`src/hdl/slot_ctl_pkg.sv`:
```
package slot_ctl_pkg;

  // Slot population and address-line select
  localparam int NUM_SLOTS = 3;
  localparam int NUM_C_SLOTS = 2;
  localparam int IDSEL_BASE_BIT = 16;
  localparam int AD_WIDTH = 32;
  localparam int DEV_WIDTH = 4;
  localparam int NUM_SYS_INT = 6;
  localparam int NUM_CPU = 2;

  // Core clock period and reset hold time
  localparam int CLK_PERIOD_PS = 8000;
  localparam int RST_HOLD_NS = 1000;
  localparam int RST_HOLD_CYC_INT = (RST_HOLD_NS * 1000 + CLK_PERIOD_PS - 1) / CLK_PERIOD_PS;
  localparam int HOLD_CNT_WIDTH = 8;
  localparam logic [HOLD_CNT_WIDTH-1:0] RST_HOLD_CYC = RST_HOLD_CYC_INT[HOLD_CNT_WIDTH-1:0];

  // Full-rate slot clock half period, longest time so it rounds down, but never below one core cycle
  localparam int FULL_HALF_PERIOD_PS = 7500;
  localparam int FULL_DIV_INT = (FULL_HALF_PERIOD_PS >= CLK_PERIOD_PS) ?
                                (FULL_HALF_PERIOD_PS / CLK_PERIOD_PS) : 1;
  localparam int DIV_CNT_WIDTH = 4;
  localparam logic [DIV_CNT_WIDTH-1:0] FULL_DIV_CYC = FULL_DIV_INT[DIV_CNT_WIDTH-1:0];

  // Reset values
  localparam logic RST_SPEED66 = 1'b0;
  localparam logic [NUM_CPU-1:0] RST_CPU_ACTIVE = 2'h3;
  localparam logic [NUM_SLOTS-1:0] RST_SLOT_RST_N = 3'h0;
  localparam logic [NUM_SLOTS-1:0] RST_INT_N = 3'h7;

  // Bus reset sequencer
  typedef enum logic [1:0] {
    ST_RUN     = 2'b00,
    ST_RESET   = 2'b01,
    ST_RELEASE = 2'b10
  } bus_state_t;

endpackage : slot_ctl_pkg

```
`src/hdl/rate_if.sv`:
```
`timescale 1ns/1ps
`default_nettype none

// Enable pulses for the two slot clock rates
interface rate_if;
  logic en_full;
  logic en_half;
  modport src (output en_full, output en_half);
  modport dst (input en_full, input en_half);
endinterface : rate_if

`default_nettype wire

```
`src/hdl/slot_control.sv`:
```
// Notes on behaviour
// - Up to three 64-bit slots sit on the primary bus and can each run at the fast rate.
// - The two bridge halves act as one, voting on CPU requests and dropping a faulty CPU.
// - The speed-enable line is one wired-OR line for all slots, high meaning all can go fast.
// - The speed select comes from the speed-enable line, goes to both bridge halves and clock, and can be forced.
// - The 64-bit request line is held low for the whole bus reset.
// - Each slot select comes from its own address line so a configuration cycle hits one device.
// - Slot resets are per slot, slots 1 and 2 from the C half and slot 3 from the D half.
// - The three slot interrupts of a board go to both bridge halves on it.
// - All six interrupts of both boards map to dedicated north-bridge inputs.
// - All logic runs on one clock and the slot clocks are derived in phase from it.
// - Each slot clock runs at the full derived rate or half of it per the speed select.
`timescale 1ns/1ps
`default_nettype none

module slot_control (
  input wire logic core_clk_i,
  input wire logic reset_i,
  input wire logic bus_reset_req_i,
  input wire logic force_66_i,
  input wire logic force_33_i,
  input wire logic m66en_i,
  input wire logic board_side_i,
  input wire logic [slot_ctl_pkg::NUM_SLOTS-1:0] slot_int_n_i,
  input wire logic [slot_ctl_pkg::NUM_SLOTS-1:0] partner_int_n_i,
  input wire logic [slot_ctl_pkg::NUM_C_SLOTS-1:0] c_slot_reset_i,
  input wire logic d_slot_reset_i,
  input wire logic [slot_ctl_pkg::NUM_CPU-1:0] cpu_cfg_valid_i,
  input wire logic [slot_ctl_pkg::DEV_WIDTH-1:0] cpu_a_cfg_dev_i,
  input wire logic [slot_ctl_pkg::DEV_WIDTH-1:0] cpu_b_cfg_dev_i,
  input wire logic [slot_ctl_pkg::NUM_CPU-1:0] cpu_err_i,
  output logic clock_sel_66_o,
  output logic [slot_ctl_pkg::NUM_SLOTS-1:0] slot_rst_n_o,
  output logic req64_n_o,
  output logic req64_oe_o,
  output logic [slot_ctl_pkg::NUM_SLOTS-1:0] slot_clk_o,
  output logic cfg_valid_o,
  output logic [slot_ctl_pkg::AD_WIDTH-1:0] cfg_ad_o,
  output logic [slot_ctl_pkg::NUM_CPU-1:0] cpu_active_o,
  output logic vote_mismatch_o,
  output logic [slot_ctl_pkg::NUM_SLOTS-1:0] asic_c_int_o,
  output logic [slot_ctl_pkg::NUM_SLOTS-1:0] asic_d_int_o,
  output logic [slot_ctl_pkg::NUM_SYS_INT-1:0] nb_int_o
);

  // Constants and state codes shared with the checker
  import slot_ctl_pkg::*;

  // Two straps plus the local and partner interrupt groups
  localparam int SYNC_W = 2 + 2 * NUM_SLOTS;

  // Address word with only the select line of one device set
  function automatic logic [AD_WIDTH-1:0] dev_to_ad(input logic [DEV_WIDTH-1:0] dev);
    logic [AD_WIDTH-1:0] ad;
    ad = '0;
    ad[IDSEL_BASE_BIT + int'(dev)] = 1'b1;
    return ad;
  endfunction : dev_to_ad

  // Both CPUs set in one per-CPU mask
  function automatic logic both_set(input logic [NUM_CPU-1:0] mask);
    return &mask;
  endfunction : both_set

  typedef struct packed {
    // Bus reset sequencing and what it latches
    bus_state_t st;
    logic [HOLD_CNT_WIDTH-1:0] hold_cnt;
    logic speed66;
    logic side;
    // Pins towards the slots
    logic [NUM_SLOTS-1:0] slot_rst_n;
    logic req64_n;
    logic req64_oe;
    logic [NUM_SLOTS-1:0] slot_clk;
    // Configuration voter
    logic cfg_valid;
    logic [AD_WIDTH-1:0] cfg_ad;
    logic [NUM_CPU-1:0] active;
    logic mismatch;
    // Interrupt routing
    logic [NUM_SLOTS-1:0] int_c;
    logic [NUM_SLOTS-1:0] int_d;
    logic [NUM_SYS_INT-1:0] nb_int;
  } ctl_state_t;

  ctl_state_t q, d;

  // Raw, reset and synchronised pin words
  logic [SYNC_W-1:0] pins_raw;
  logic [SYNC_W-1:0] pins_rst;
  logic [SYNC_W-1:0] pins;
  logic m66en_s;
  logic side_s;
  logic [NUM_SLOTS-1:0] slot_int_n_s;
  logic [NUM_SLOTS-1:0] partner_int_n_s;
  // Slot clock enable, slot reset requests and voter decode
  logic rate_en;
  logic [NUM_SLOTS-1:0] slot_req_rst;
  logic [DEV_WIDTH-1:0] vote_dev;
  logic vote_go;

  // Enable pulses for the two slot clock rates
  rate_if rate ();

  rate_div u_rate_div (
    .core_clk_i(core_clk_i),
    .reset_i(reset_i),
    .rate(rate.src)
  );

  // All off-board levels pass the same three-stage synchroniser
  assign pins_raw = {m66en_i, board_side_i, slot_int_n_i, partner_int_n_i};
  assign pins_rst = {1'b0, 1'b0, RST_INT_N, RST_INT_N};

  pin_sync #(
    .WIDTH(SYNC_W)
  ) u_pin_sync (
    .core_clk_i(core_clk_i),
    .reset_i(reset_i),
    .rst_val_i(pins_rst),
    .pin_i(pins_raw),
    .level_o(pins)
  );

  // Split the synchronised word back into its parts
  assign m66en_s = pins[SYNC_W-1];
  assign side_s = pins[SYNC_W-2];
  assign slot_int_n_s = pins[2*NUM_SLOTS-1:NUM_SLOTS];
  assign partner_int_n_s = pins[NUM_SLOTS-1:0];

  // Slot clock enable picked from the held speed select
  // The select only moves during bus reset, so run never sees a glitch
  assign rate_en = q.speed66 ? rate.en_full : rate.en_half;

  // Per-slot reset requests from the two bridge halves
  assign slot_req_rst = {d_slot_reset_i, c_slot_reset_i};

  // Vote on configuration requests from the two CPUs
  always_comb begin
    vote_go = 1'b0;
    vote_dev = cpu_a_cfg_dev_i;
    if (both_set(q.active)) begin
      // Both in service: issue only when they agree
      if (both_set(cpu_cfg_valid_i) && cpu_a_cfg_dev_i == cpu_b_cfg_dev_i) begin
        vote_go = 1'b1;
      end
    end else if (q.active == 2'h1) begin
      // One CPU left: follow it alone
      vote_go = cpu_cfg_valid_i[0];
    end else if (q.active == 2'h2) begin
      vote_go = cpu_cfg_valid_i[1];
      vote_dev = cpu_b_cfg_dev_i;
    end
  end

  // Main sequencer, voter and routing
  always_comb begin
    d = q;
    d.cfg_valid = 1'b0;

    case (q.st)
      ST_RESET: begin
        // Every slot reset and the 64-bit request drop together
        d.slot_rst_n = '0;
        d.req64_n = 1'b0;
        d.req64_oe = 1'b1;
        // Forcing wins over the wired-OR line; fast only when all agree
        if (force_66_i) begin
          d.speed66 = 1'b1;
        end else if (force_33_i) begin
          d.speed66 = 1'b0;
        end else begin
          d.speed66 = m66en_s;
        end
        d.side = side_s;
        // Hold for the minimum time, then for as long as the request stays
        if (q.hold_cnt != '0) begin
          d.hold_cnt = q.hold_cnt - 8'h01;
        end else if (!bus_reset_req_i) begin
          d.st = ST_RELEASE;
        end
      end
      ST_RELEASE: begin
        // Release resets while the 64-bit request is still low, so every
        // card released here sees it low at its reset edge; it goes high one cycle later
        d.slot_rst_n = ~slot_req_rst;
        d.req64_n = 1'b0;
        d.st = ST_RUN;
      end
      ST_RUN: begin
        // Drive the request high for a cycle before letting the line go
        d.req64_n = 1'b1;
        if (q.req64_n) begin
          d.req64_oe = 1'b0;
        end
        // Individual slot resets apply in release and while running
        d.slot_rst_n = ~slot_req_rst;
        if (bus_reset_req_i) begin
          d.st = ST_RESET;
          d.hold_cnt = RST_HOLD_CYC;
        end
      end
      // Unused code falls back to a full bus reset
      default: begin
        d.st = ST_RESET;
        d.hold_cnt = RST_HOLD_CYC;
      end
    endcase

    // Slot clocks toggle together so all stay in phase
    // Toggling on the enable keeps each clock a clean square wave
    if (rate_en) begin
      d.slot_clk = ~q.slot_clk;
    end

    // A disagreeing CPU that flags its own fault is dropped, CPU A if both flag; without a
    // self-flag neither can be blamed, so the split is only reported
    d.mismatch = 1'b0;
    if (both_set(q.active) && both_set(cpu_cfg_valid_i) &&
        cpu_a_cfg_dev_i != cpu_b_cfg_dev_i) begin
      if (cpu_err_i[0]) begin
        d.active = 2'h2;
      end else if (cpu_err_i[1]) begin
        d.active = 2'h1;
      end else begin
        d.mismatch = 1'b1;
      end
    end

    // Configuration only in run, only to a device that has a select line
    // Device numbers past the top address line have no select and are dropped
    if (vote_go && q.st == ST_RUN && int'(vote_dev) < AD_WIDTH - IDSEL_BASE_BIT) begin
      d.cfg_valid = 1'b1;
      d.cfg_ad = dev_to_ad(vote_dev);
    end

    // Slot interrupts to both bridge halves, active low
    // Registered so both halves see a change in the same cycle
    d.int_c = slot_int_n_s;
    d.int_d = slot_int_n_s;

    // Side 0 board owns the low three north-bridge inputs
    // Side 1 swaps halves so both boards agree on the system order
    if (q.side) begin
      d.nb_int = {slot_int_n_s, partner_int_n_s};
    end else begin
      d.nb_int = {partner_int_n_s, slot_int_n_s};
    end
  end

  // Power-up starts a full bus reset
  // Fields not named below start at zero
  always_ff @(posedge core_clk_i) begin
    if (reset_i) begin
      q <= '0;
      q.st <= ST_RESET;
      q.hold_cnt <= RST_HOLD_CYC;
      q.speed66 <= RST_SPEED66;
      q.slot_rst_n <= RST_SLOT_RST_N;
      q.req64_oe <= 1'b1;
      q.active <= RST_CPU_ACTIVE;
      q.int_c <= RST_INT_N;
      q.int_d <= RST_INT_N;
      q.nb_int <= {RST_INT_N, RST_INT_N};
    end else begin
      q <= d;
    end
  end

  // Speed select and slot resets, straight from the state register
  assign clock_sel_66_o = q.speed66;
  assign slot_rst_n_o = q.slot_rst_n;

  // 64-bit request pin and its enable
  assign req64_n_o = q.req64_n;
  assign req64_oe_o = q.req64_oe;

  // Slot clocks and configuration select
  assign slot_clk_o = q.slot_clk;
  assign cfg_valid_o = q.cfg_valid;
  assign cfg_ad_o = q.cfg_ad;

  // Voter status
  assign cpu_active_o = q.active;
  assign vote_mismatch_o = q.mismatch;

  // Interrupt copies
  assign asic_c_int_o = q.int_c;
  assign asic_d_int_o = q.int_d;
  assign nb_int_o = q.nb_int;

endmodule : slot_control

`default_nettype wire

```
`src/hdl/rate_div.sv`:
```
`timescale 1ns/1ps
`default_nettype none

module rate_div
  import slot_ctl_pkg::*;
(
  input wire logic core_clk_i,
  input wire logic reset_i,
  rate_if.src rate
);

  typedef struct packed {
    logic [DIV_CNT_WIDTH-1:0] cnt;
    logic phase;
    logic en_full;
    logic en_half;
  } div_state_t;

  div_state_t q, d;

  // Half rate is every other full-rate pulse, so both stay phase aligned
  always_comb begin
    d = q;
    d.en_full = 1'b0;
    d.en_half = 1'b0;
    if (q.cnt == FULL_DIV_CYC - 4'h1) begin
      d.cnt = '0;
      d.en_full = 1'b1;
      d.phase = ~q.phase;
      d.en_half = q.phase;
    end else begin
      d.cnt = q.cnt + 4'h1;
    end
  end

  always_ff @(posedge core_clk_i) begin
    if (reset_i) begin
      q <= '0;
    end else begin
      q <= d;
    end
  end

  assign rate.en_full = q.en_full;
  assign rate.en_half = q.en_half;

endmodule : rate_div

`default_nettype wire

```
`src/hdl/pin_sync.sv`:
```
`timescale 1ns/1ps
`default_nettype none

module pin_sync #(
  parameter int WIDTH = 8
) (
  input wire logic core_clk_i,
  input wire logic reset_i,
  input wire logic [WIDTH-1:0] rst_val_i,
  input wire logic [WIDTH-1:0] pin_i,
  output logic [WIDTH-1:0] level_o
);

  typedef struct packed {
    logic [WIDTH-1:0] s1;
    logic [WIDTH-1:0] s2;
    logic [WIDTH-1:0] s3;
    logic [WIDTH-1:0] level;
  } sync_state_t;

  sync_state_t q, d;

  // Only s2 reads s1; a bit moves once s2 and s3 agree
  always_comb begin
    d = q;
    d.s1 = pin_i;
    d.s2 = q.s1;
    d.s3 = q.s2;
    for (int i = 0; i < WIDTH; i++) begin
      if (q.s2[i] == q.s3[i]) begin
        d.level[i] = q.s3[i];
      end
    end
  end

  // Reset level is a fixed per-instance constant
  always_ff @(posedge core_clk_i) begin
    if (reset_i) begin
      q <= {rst_val_i, rst_val_i, rst_val_i, rst_val_i};
    end else begin
      q <= d;
    end
  end

  assign level_o = q.level;

endmodule : pin_sync

`default_nettype wire

```
`config.mk`:
```
export PLATFORM = sky130hd
export DESIGN_NAME = slot_control
export DESIGN_NICKNAME = d
export VERILOG_FILES = /design/src/hdl/slot_ctl_pkg.sv /design/src/hdl/rate_if.sv /design/src/hdl/slot_control.sv /design/src/hdl/rate_div.sv /design/src/hdl/pin_sync.sv
export SDC_FILE = /design/constraint.sdc
export NUM_CORES = 1
export LEC_CHECK = 0
export BUFFER_PORTS_ARGS = -buffer_cell sky130_fd_sc_hd__clkbuf_2
export CAP_MARGIN = 0
export CORE_UTILIZATION = 55
export DETAILED_ROUTE_END_ITERATION = 8
export PLACE_DENSITY = 0.81
export SLEW_MARGIN = 10
export SYNTH_ARGS = -nofsm -noshare
export SYNTH_HDL_FRONTEND = slang
export SYNTH_SLANG_ARGS = --single-unit
```
`constraint.sdc`:
```
create_clock -name core_clk_i -period 3.9 [get_ports core_clk_i]
set_input_delay 0.195 -clock core_clk_i [delete_from_list [all_inputs] [get_ports core_clk_i]]
set_output_delay 0.195 -clock core_clk_i [all_outputs]
set_load 0.1 [all_outputs]
```
Word-level counts from Yosys, hierarchy flattened:

Cells that the tools add are included.

* bits of input ports: 28
* register bits after elaboration: 104

* $add $sub $neg: 3
* magnitude comparators: 2
* reductions and logical operators: 20
* mux-type cells: 27
* bitwise gates (word level): 6
* eq/ne operators: 19

Operators by type and width (count)
* two-way mux 33 bit: 1
* case mux 8 bit (3 select lines): 1
* two-way mux 4 bit: 3
* case mux 4 bit (3 select lines): 1
* two-way mux 1 bit: 10
* two-way mux 10 bit: 1
* two-way mux 2 bit: 5
* != test 2 bit, second input constant: 5
* equality test 1 bit: 8
* two-way mux 8 bit: 1
* AND reduction 2 bit: 4
* nonzero test 8 bit: 1
* subtractor 8 x 1 -> 8 bit, second input constant: 1
* adder 5 x 4 -> 6 bit, first input constant: 1
* greater-or-equal comparator 6 x 1 -> 1 bit, second input constant: 1
* less-than comparator 6 bit, second input constant: 1
* two-way mux 6 bit: 1
* NOT 3 bit: 2
* case mux 2 bit (3 select lines): 1
* AND reduction 3 bit: 2
* demux 1 bit (select 5 bit): 1
* logical AND 1 bit: 5
* adder 4 x 1 -> 4 bit, second input constant: 1
* equality test 2 x 1 -> 1 bit, second input constant: 2
* other kinds (11): 17

Logic depth before layout (Yosys ltp):

Gate-level depths: netlist of run 1.

* word-level depth: 10
* depth in mapped cells: 8
* mapped depth without buffers: 6

Hierarchy:

From an unflattened synthesis of run 1, not the netlist that was laid out.

* cells, all modules: 463
* area, all modules: 4445.5 µm²

Modules (own cells, without submodules)
* slot_control: cells each 312, area an instance 2793.9 µm², instances 1
* pin_sync: cells each 125, area an instance 1380.1 µm², instances 1
* rate_div: cells each 26, area an instance 271.5 µm², instances 1

Worst setup path after synthesis of run 1:

No wires, ideal clock.

* path type: register to register
* from: register q[67] in the netlist's numbering
* to: register q (netlist bit cfg_ad_o[25])
* required time: 3.779 ns
* path slack: 1.997 ns
* arrival time: 1.782 ns
* setup time: 0.121 ns
* stages on the path, launching flop included: 8
* path through: dfxtp_1 -> inv_1 -> ha_1 -> clkbuf_1 -> nand2_1 -> o2bb2ai_2 -> buf_2 -> mux2_2

* word-level cells in the longest chain between the ends: 2

RTL lines
* start: declaration: RTL line slot_control.sv:87 `ctl_state_t q, d;`
* logical NOT 2 bit: RTL line slot_control.sv:233 `if (vote_go && q.st == ST_RUN && int'(vote_dev) < AD_WIDTH - IDSEL_BASE_BIT) begin`
* logical AND 1 bit: RTL line slot_control.sv:233

No other way between the ends.
A chain may end at the register's enable or synchronous reset.

Final worst setup path of run 1:

* from: register q[58] in the netlist's numbering
* to: register q[60] in the netlist's numbering

* word-level cells in the longest chain between the ends: 3
* elaborated cells on any way between the ends: 6
* classes of those cells: 1 x add/sub; 1 x eq/ne; 2 x mux; 2 x reduce/logical

RTL lines (RTL line)
* subtractor 8 x 1 -> 8 bit / nonzero test 8 bit (equally long branches): slot_control.sv:179, slot_control.sv:178
* two-way mux 8 bit / != test 2 bit (equally long branches)
* case mux 8 bit (3 select lines) / AND reduction 3 bit (equally long branches)

Parallel ways exist; a longest one is shown, timed or not. The select of a mux whose other input is x is not followed.

==> flow_summary_export.csv, run 1 <==
group,metric,value,unit
routing,drcViolationCount,0,
hold_path,hold_class,"input port to register",
clock_network,htreeDepth,3,
critical_path,arrival,2.49,ns
grt,antenna_found_initial,0,
pwr,p_switching,0.5124,mW
sta,tns,0,ns
synthesis,synth_top_cells_by_area,"dfxtp_1, buf_4, mux2_2",
cells_and_area,diodes,0,
sta,fin_crit,2.270,ns
routing,vias_per_cell,5.135,
pwr,powerDensity,425.4,nW/um^2
pwr,p_int,1.287,mW
synthesis,synth-edff-count,0,
floorplan,ios,85,
placed_design,port_buffers,68,
clock_network,path_clk_slew,0.09,ns
cells_and_area,finish.utilization,61.58,%
grt,grt_usage,19.14,%
cells_and_area,syn2layout_area_growth,7.367,%
critical_path,required,4.12,ns
routing,drt_wl_total,6872,um
critical_path,start_kind,"register",
routing,vias,2819,
routing,ant_nets,0,
pwr,ir_worst_vdd,0.1974,mV
sta,slew_headroom,33.97,%
grt,grt_max_degree,42,
synthesis,yosysWarnings,0,
routing,first_pass_iters,4,
critical_path,r2r-start,"q[58]$_SDFFE_PP1P_",
grt,grt_pass1_wl,11020,um
synthesis,synth_area_per_cell,9.314,um^2
synthesis,yosysTopAreaCell,"dfxtp_1",
cells_and_area,final_area,4230,um^2
pwr,p_leak,1.754,nW
cells_and_area,final_layout_size_suffix_gt1_share,28.92,%
placed_design,dp_hpwl,4693,um
clock_network,clock_latency,0.36,ns
placed_design,place_congestion,0.9465,
sta,report.final.slew_viol_count,0,
routing,wl_per_cell,12.52,um
critical_path,r2r_setup_slack,1.63,ns
hold_path,hold_start,"partner_int_n_i[2]",
clock_network,cts_tree,"yes",
sta,tightest_slew,0.9830,ns
floorplan,start_util,57.36,%
floorplan,num_rows,30,
cells_and_area,nets,484,
synthesis,ys_seq_elements,88,
critical_path,path_class,"register to register",
clock_network,cts_buffers,9,
pwr,clkPwrFrac,36.5,%
critical_path,cp_max_fo,12,
sta,hold_violations,0,
floorplan,core,6869,um^2
critical_path,worstSetupEndpointType,"register",
pwr,power,1.800,mW
synthesis,synthFlopType,"dfxtp_1",
pwr,pwr-share-comb,11.6,%
sta,max_freq,440.4,MHz
grt,grt_pass1_vias,2455,
synthesis,synthArstFlopShare,0,%
grt,grt_overflow_total,0,
sta,clock-skew-final,0.01028,ns
synthesis,yosysSeqAreaShare,44.71,%
synthesis,synthCells,423,
sta,holdWs,0.02179,ns
sta,period_share,58.22,%
status,status,"completed",
run,cap_violations,0,
synthesis,syn_area,3940,um^2
clock_network,cts.sink_count,88,
sta,grt_setup_unrepaired,"no",
clock_network,root_buffer,"clkbuf_8",
synthesis,synth_cell_types,47,
synthesis,synth.most_common_cell,"dfxtp_1",
pwr,swShare,28.47,%
sta,setup_viol,0,
pwr,seq_power_share,51.9,%
synthesis,synth_top_cell_area_share,44.71,%
synthesis,synthTopCellsByCount,"dfxtp_1, buf_4, nor2_1",
placed_design,place_area,3988,um^2
critical_path,cp-startpoint,"q[58]$_SDFFE_PP1P_",
floorplan,chipWidth,86.64,um
routing,drt_iter0_drc,133,
floorplan,dieHeight,86.64,um
floorplan,dieArea,7506,um^2
clock_network,cts_buffer_depth,2,
clock_network,postCtsSetupBuffers,0,
worst paths after layout:
| check | cells after the start | to |
|---|---|---|
| max reg2reg | 6 | q[60]$_SDFFE_PP1P_ |
| max | 6 | q[60]$_SDFFE_PP1P_ |
| min reg2reg | 1 | u_pin_sync.d[8]$_SDFF_PP1_ |
| min | 2 | u_pin_sync.d[18]$_SDFF_PP1_ |
what timing repair did:
action                     CTS  global route
resized for setup            0             0
hold endpoints to repair     2             1
setup endpoints to repair    0             0
hold buffers                 2             1
layout by cell type (no fill, tap or decap), drive strengths merged, types with 3 or more instances in the layout:
master	instances
mux2	13
xor2	4
inv	16
ha	8
and3	3
clkbuf	78
conb	16
dfxtp	88
o21ai	15
a31oi	7
o31ai	6
or4	7
or3	5
xnor2	5
nor2b	20
nand2b	4
nor4bb	4
or2	21
nor3	20
mux2i	14
dlygate4sd3	3
nor2	24
nand2	18
nand3b	3
or3b	3
a21oi	16
nand3	8
power groups by stage:
stage | clock (mW) | combinational, mW | sequential (mW)
after CTS | 0.673 | 0.208 | 0.934
after global placement | 0 | 0.203 | 0.953
final | 0.658 | 0.208 | 0.934
after floorplan | 0 | 0.187 | 0.955
after global routing | 0.715 | 0.222 | 0.937
after detailed placement | 0 | 0.206 | 0.955
state kept, by name, indices dropped and copies added, names as in the netlist:
| register | flops |
|---|---|
| clock_sel_66_o | 1 |
| q | 11 |
| cpu_active_o | 2 |
| u_pin_sync.d | 16 |
| req64_oe_o | 1 |
| u_pin_sync.level_o | 8 |
| u_rate_div.rate.en_full | 1 |
| cfg_ad_o | 16 |
| slot_rst_n_o | 3 |
| cfg_valid_o | 1 |
| vote_mismatch_o | 1 |
| nb_int_o | 6 |
| asic_d_int_o | 3 |
| req64_n_o | 1 |
| u_rate_div.rate.en_half | 1 |
| u_pin_sync.q | 8 |
| u_rate_div.q | 5 |
| slot_clk_o | 3 |
cell families after synthesis:
logic type | Yosys count | share of synthesized area, %
other | 1 | 0.09518
xor gates and xnor gates | 9 | 2.000
and+or+nand+nor | 153 | 22.36
AOI/OAI and AO/OA | 50 | 7.590
adders and majority gates | 8 | 2.541
DFF | 88 | 44.71
buffers and inverters | 87 | 13.43
muxes | 27 | 7.272
critical path, stage by stage (launching register included):
cell and delay, ns:
dfxtp_1 0.34, inv_1 0.09, ha_1 0.13, or3b_2 0.48, nor3_1 0.77, or4_2 0.26
nand3_1 0.07
metal layers:
layer / part of all wire, % / GRT usage [%]
met5: 0 / 0
met4: 1.1 / 8.636
met3: 4.5 / 5.714
met2: 47 / 31.10
met1: 47 / 23.45
stage by stage:
stage               std cells  worst slack [ns]
floorplan                 438             1.997
global placement          530             1.753
detailed placement        530             1.645
CTS                       548             1.632
global route              549             1.390
finish                    549             1.630
cell type report:
type                    count  area [um^2]
inverters                  14        52.55
well taps                  96        120.1
clock inverters             6        75.07
flip-flops and latches     88         1762
clock buffers              10        137.6
fillers                   595         2639
repair buffers             72        377.9
multi-input cells         263         1705
No activity file was read; power rests on OpenSTA's default activity.
==> run 2, diff against run 1 <==
- CORE_UTILIZATION: 55 -> 54
- PLACE_DENSITY: 0.81 -> 0.79
- clock period: 3.9 -> 2.21 ns (I/O delays scaled with it)
==> run 2 against run 1 <==
Global-route usage fell by 0.37 points. First-iteration DRC count rose by 9.0%. Combinational power rose by 82%. Sequential power rose by 77%. Design area rose by 1.5%. Critical endpoint unchanged. Sequential share of layout area fell by 0.62 points. Setup slack got worse by 1.4 ns. Clock power rose by 61%. Critical path type unchanged. Die area rose by 1.8%. Utilization rose by 0.59 points. Clock skew barely moved.
==> flow_summary_export.csv, run 2 (same netlist as run 1, synthesis figures left out) <==
group,metric,value,unit
hold_path,hold_class,"input port to register",
floorplan,core,6907,um^2
status,status,"completed",
routing,vias_per_cell,5.101,
floorplan,dieHeight,87.42,um
grt,grt_pass1_wl,11020,um
cells_and_area,final_layout_size_suffix_gt1_share,29.07,%
cells_and_area,multiInputGateArea,1705,um^2
cells_and_area,seq_area,1762,um^2
critical_path,arrival,2.27,ns
cells_and_area,final_area,4294,um^2
sta,report.final.slew_viol_count,0,
floorplan,dieArea,7642,um^2
sta,fin_crit,1.968,ns
cells_and_area,finish.utilization,62.17,%
cells_and_area,final_common_cell,"dfxtp_1",
routing,drcViolationCount,0,
routing,first_pass_iters,4,
routing,ant_nets,0,
clock_network,htreeDepth,3,
clock_network,clock_latency,0.36,ns
sta,holdWs,0.02327,ns
pwr,p_leak,1.786,nW
floorplan,start_util,57.05,%
sta,grt_setup_unrepaired,"no",
sta,slew_headroom,59.71,%
routing,wl_per_cell,12.05,um
sta,tightest_slew,0.6037,ns
sta,clock-skew-final,0.01013,ns
clock_network,root_buffer,"clkbuf_8",
run,cap_violations,0,
sta,hold_violations,0,
routing,drt_iter0_drc,145,
placed_design,port_buffers,68,
clock_network,path_clk_slew,0.09,ns
grt,grt_max_degree,47,
critical_path,start_kind,"register",
cells_and_area,diodes,0,
grt,antenna_found_initial,0,
placed_design,place_congestion,0.9502,
critical_path,required,2.51,ns
clock_network,cts.sink_count,88,
grt,grt_overflow_total,0,
grt,grt_pass1_vias,2449,
placed_design,dp_hpwl,4637,um
cells_and_area,final_cell_mix,"dfxtp_1, clkbuf_2, nor2_1",
clock_network,cts_resized,0,
sta,max_freq,508.1,MHz
critical_path,worstSetupEndpointType,"register",
clock_network,cts_buffer_depth,2,
cells_and_area,nets,492,
sta,tns,0,ns
clock_network,cts_tree,"yes",
cells_and_area,nFillCells,591,
floorplan,ios,85,
floorplan,chipWidth,87.42,um
cells_and_area,syn2layout_area_growth,8.987,%
pwr,ir_worst_vdd,0.4307,mV
critical_path,path_class,"register to register",
routing,drt_wl_total,6711,um
routing,vias,2841,
clock_network,cts_buffers,9,
pwr,powerDensity,718.9,nW/um^2
grt,grt_usage,18.76,%
critical_path,cp_max_fo,10,
sta,period_share,89.05,%
floorplan,num_rows,30,
placed_design,place_area,4023,um^2
sta,setup_viol,0,
[run 2: timing repair]
| action | in CTS | in global routing |
|---|---|---|
| buffers inserted | 0 | 0 |
| endpoints found under the hold margin | 8 | 0 |
| hold buffers | 8 | 0 |
| endpoints found under the setup margin | 0 | 0 |
[run 2: through the flow]
stage                     power [mW]  instances  setup WS (ns)
after floorplan                2.015        438         0.3069
after global placement         2.044        533         0.3568
after detailed placement       2.051        533         0.2758
after CTS                      3.121        557         0.2454
after global routing           3.220        557        0.07530
final                          3.087        557         0.2420
[run 2: power breakdown]
part	leakage [nW]	switching, mW	internal [mW]
Sequential	0.717	0.0249	1.62
Clock	0.0962	0.620	0.441
Combinational	0.972	0.288	0.0902
[run 2: path summary, 6_finish.rpt]
path / endpoint / cells past startpoint / slack, ns / start
max: q[60]$_SDFFE_PP1P_ / 6 / 0.24 / q[66]$_SDFFE_PP1P_
min: cpu_active_o[0]$_SDFFE_PP1P_ / 3 / 0.02 / cpu_err_i[0]
max reg2reg: q[60]$_SDFFE_PP1P_ / 6 / 0.24 / q[66]$_SDFFE_PP1P_
min reg2reg: u_pin_sync.d[8]$_SDFF_PP1_ / 1 / 0.42 / u_pin_sync.d[16]$_SDFF_PP1_
[run 2: routing by layer]
layer / wire [um] / global-route usage [%] / vias up / part of all wire, %
met2: 3102 / 31.04 / 93 / 46
met3: 388 / 5.213 / 12 / 5.8
met1: 3111 / 22.85 / 1308 / 46
li1: - / - / 1428 / -
met4: 109 / 8.048 / 0 / 1.6
met5: 0 / 0 / - / 0
[run 2: final cells by class]
| type | count | share of cell area (%) |
|---|---|---|
| Inverter | 14 | 1.224 |
| Clock inverter | 7 | 1.573 |
| Sequential cell | 88 | 41.03 |
| Tap cell | 96 | 2.797 |
| Timing Repair Buffer | 80 | 10.78 |
| Multi-Input combinational cell | 263 | 39.71 |
| Clock buffer | 9 | 2.885 |
[run 2: worst max-delay path, stage by stage (launching register included)]
cell and delay, ns:
dfxtp_1 0.40, inv_1 0.09, ha_1 0.32, nand2b_1 0.16, nand2b_1 0.20, or4_2 0.65
nand3_1 0.09
==> run 3, diff against run 2 <==
==> constraint.sdc (replaced) <==
create_clock -name core_clk_i -period 2.21 [get_ports core_clk_i]
set_input_delay 0.3315 -clock core_clk_i [delete_from_list [all_inputs] [get_ports core_clk_i]]
set_output_delay 0.3315 -clock core_clk_i [all_outputs]
set_load 0.1 [all_outputs]
==> run 3 against run 2 <==
Non-clock buffer count fell by 7. Clock skew is 0.0018 ns higher. Highest routed layer unchanged. Flip-flop and latch count did not move. First-iteration DRC count increased by 3.4%. Critical path depth unchanged.
==> flow_summary_export.csv, run 3 (same netlist as run 1, synthesis figures left out) <==
group,metric,value,unit
cells_and_area,multiInputGateArea,1705,um^2
pwr,p_switching,0.9085,mW
grt,grt_pass1_wl,10630,um
routing,vias_per_cell,5.038,
critical_path,worstSetupEndpointType,"register",
sta,tightest_slew,0.5647,ns
critical_path,cp.buffers_inverters,1,
clock_network,postCtsHoldBufs,0,
clock_network,postCtsSetupBuffers,0,
critical_path,path_common_cell,"nand2b_1",
clock_network,cts_buffers,9,
sta,worst_slack,0.2266,ns
critical_path,path_depth,6,
pwr,powerDensity,722.2,nW/um^2
routing,first_pass_iters,5,
floorplan,start_util,57.05,%
routing,drt_wl_total,6508,um
clock_network,root_buffer,"clkbuf_8",
clock_network,htreeDepth,3,
critical_path,arrival,2.28,ns
routing,ant_nets,0,
routing,vias,2771,
floorplan,core,6907,um^2
grt,grt_max_degree,36,
grt,grt_pass1_vias,2429,
placed_design,place_congestion,0.9077,
floorplan,dieArea,7642,um^2
critical_path,critPathMaxStageDelay,0.65,ns
pwr,pwr-share-comb,12.1,%
grt,antenna_found_initial,0,
clock_network,cts_buffer_depth,2,
hold_path,hold_class,"input port to register",
clock_network,cts_tree,"yes",
critical_path,start_kind,"register",
placed_design,dp_hpwl,4747,um
cells_and_area,syn2layout_area_growth,6.986,%
sta,slew_headroom,62.35,%
cells_and_area,seq_area,1762,um^2
pwr,p_int,2.136,mW
clock_network,cts.sink_count,88,
placed_design,port_buffers,68,
grt,grt_usage,18.10,%
pwr,seq_power_share,54.1,%
sta,fin_crit,1.983,ns
run,cap_violations,0,
pwr,swShare,29.84,%
clock_network,path_clk_slew,0.10,ns
pwr,ir_worst_vdd,0.3090,mV
cells_and_area,final_layout_size_suffix_gt1_share,29.74,%
sta,clock-skew-final,0.01190,ns
sta,tns,0,ns
sta,hold_violations,0,
cells_and_area,nets,485,
critical_path,cp-startpoint,"q[66]$_SDFFE_PP1P_",
critical_path,path_class,"register to register",
cells_and_area,diodes,0,
pwr,clkPwrFrac,33.8,%
clock_network,clock_latency,0.35,ns
placed_design,dpl_worst_slack,0.2491,ns
sta,report.final.slew_viol_count,0,
critical_path,r2r_setup_slack,0.23,ns
cells_and_area,final_cell_mix,"dfxtp_1, clkbuf_2, nor2_1",
floorplan,ios,85,
pwr,p_leak,1.755,nW
critical_path,crit_end,"q[60]$_SDFFE_PP1P_",
critical_path,rr_worst_depth,6,
cells_and_area,final_common_cell,"dfxtp_1",
sta,setup_viol,0,
critical_path,cp_top_family,"simple AND/OR/NAND/NOR gates",
status,status,"completed",
critical_path,critPathSlowestCell,"or4_2",
critical_path,r2r-end,"q[60]$_SDFFE_PP1P_",
critical_path,required,2.50,ns
grt,grt_overflow_total,0,
floorplan,chipWidth,87.42,um
routing,drcViolationCount,0,
clock_network,cts_resized,0,
critical_path,r2r-start,"q[66]$_SDFFE_PP1P_",
routing,drt_iter0_drc,150,
floorplan,dieHeight,87.42,um
routing,wl_per_cell,11.83,um
critical_path,cp_max_fo,10,
sta,period_share,89.75,%
cells_and_area,nFillCells,613,
floorplan,num_rows,30,
sta,grt_setup_unrepaired,"no",
critical_path,crit_chain,"inv_1 -> ha_1 -> nand2b_1 -> nand2b_1 -> or4_2 -> nand3_1",
sta,max_freq,504.2,MHz
[run 3: cell count changes in the layout (fill, tap and decap cells not counted), sizes merged]
| cell | delta |
|---|---|
| dlygate4sd3 | -8 |
| buf | +1 |
| clkinv | +1 |
| inv | -1 |
[run 3: power by group through the flow]
| stage | clock network [mW] | logic [mW] | registers [mW] |
|---|---|---|---|
| after floorplan | 0 | 0.330 | 1.68 |
| after global placement | 0 | 0.363 | 1.68 |
| after detailed placement | 0 | 0.368 | 1.68 |
| after CTS | 1.05 | 0.369 | 1.65 |
| after global routing | 1.13 | 0.390 | 1.65 |
| final | 1.03 | 0.367 | 1.65 |
[run 3: per-layer routing]
layer | GRT usage (%) | up-vias | wire length [um]
met5 | 0 | - | 0
met1 | 21.67 | 1265 | 2989
li1 | - | 1420 | -
met4 | 5.514 | 0 | 59
met2 | 30.54 | 80 | 3103
met3 | 6.256 | 6 | 357
[run 3: worst min path at each step]
| stage | start | endpoint | slack, ns | depth (start not counted) |
|---|---|---|---|---|
| after floorplan | u_pin_sync.d[18]$_SDFF_PP1_ | u_pin_sync.d[10]$_SDFF_PP1_ | 0.39 | 1 |
| after global placement | u_pin_sync.d[16]$_SDFF_PP1_ | u_pin_sync.d[8]$_SDFF_PP1_ | 0.39 | 1 |
| after detailed placement | u_pin_sync.d[21]$_SDFF_PP1_ | u_pin_sync.d[13]$_SDFF_PP1_ | 0.39 | 1 |
| after CTS | slot_int_n_i[1] | u_pin_sync.d[20]$_SDFF_PP1_ | 0.14 | 2 |
| after global routing | partner_int_n_i[2] | u_pin_sync.d[18]$_SDFF_PP1_ | 0.13 | 2 |
| final | partner_int_n_i[2] | u_pin_sync.d[18]$_SDFF_PP1_ | 0.16 | 2 |
[run 3: area by class of cell]
| type | count | area share (%) |
|---|---|---|
| clock inverters | 7 | 1.454 |
| well taps | 96 | 2.850 |
| multi-input cells | 263 | 40.46 |
| flip-flops and latches | 88 | 41.79 |
| repair buffers | 73 | 9.261 |
| inverters | 14 | 1.247 |
| clock buffers | 9 | 2.939 |
[run 3: worst register-to-register path, stage by stage (launching register included)]
cell and delay, ns:
dfxtp_1 0.39, inv_1 0.09, ha_1 0.33, nand2b_1 0.17, nand2b_1 0.20, or4_2 0.65, nand3_1 0.10
[run 3: stage by stage]
step	hold slack, ns	utilization [%]	instance area, um^2	power, mW	instances
final	0.1565	61.03	4215	3.044	550
after global routing	0.1295	61.03	4215	3.175	550
after CTS	0.1434	61.03	4215	3.067	550
after detailed placement	0.3945	58.35	4030	2.052	534
after global placement	0.3944	58.35	4030	2.045	534
after floorplan	0.3895	-	3996	2.015	438
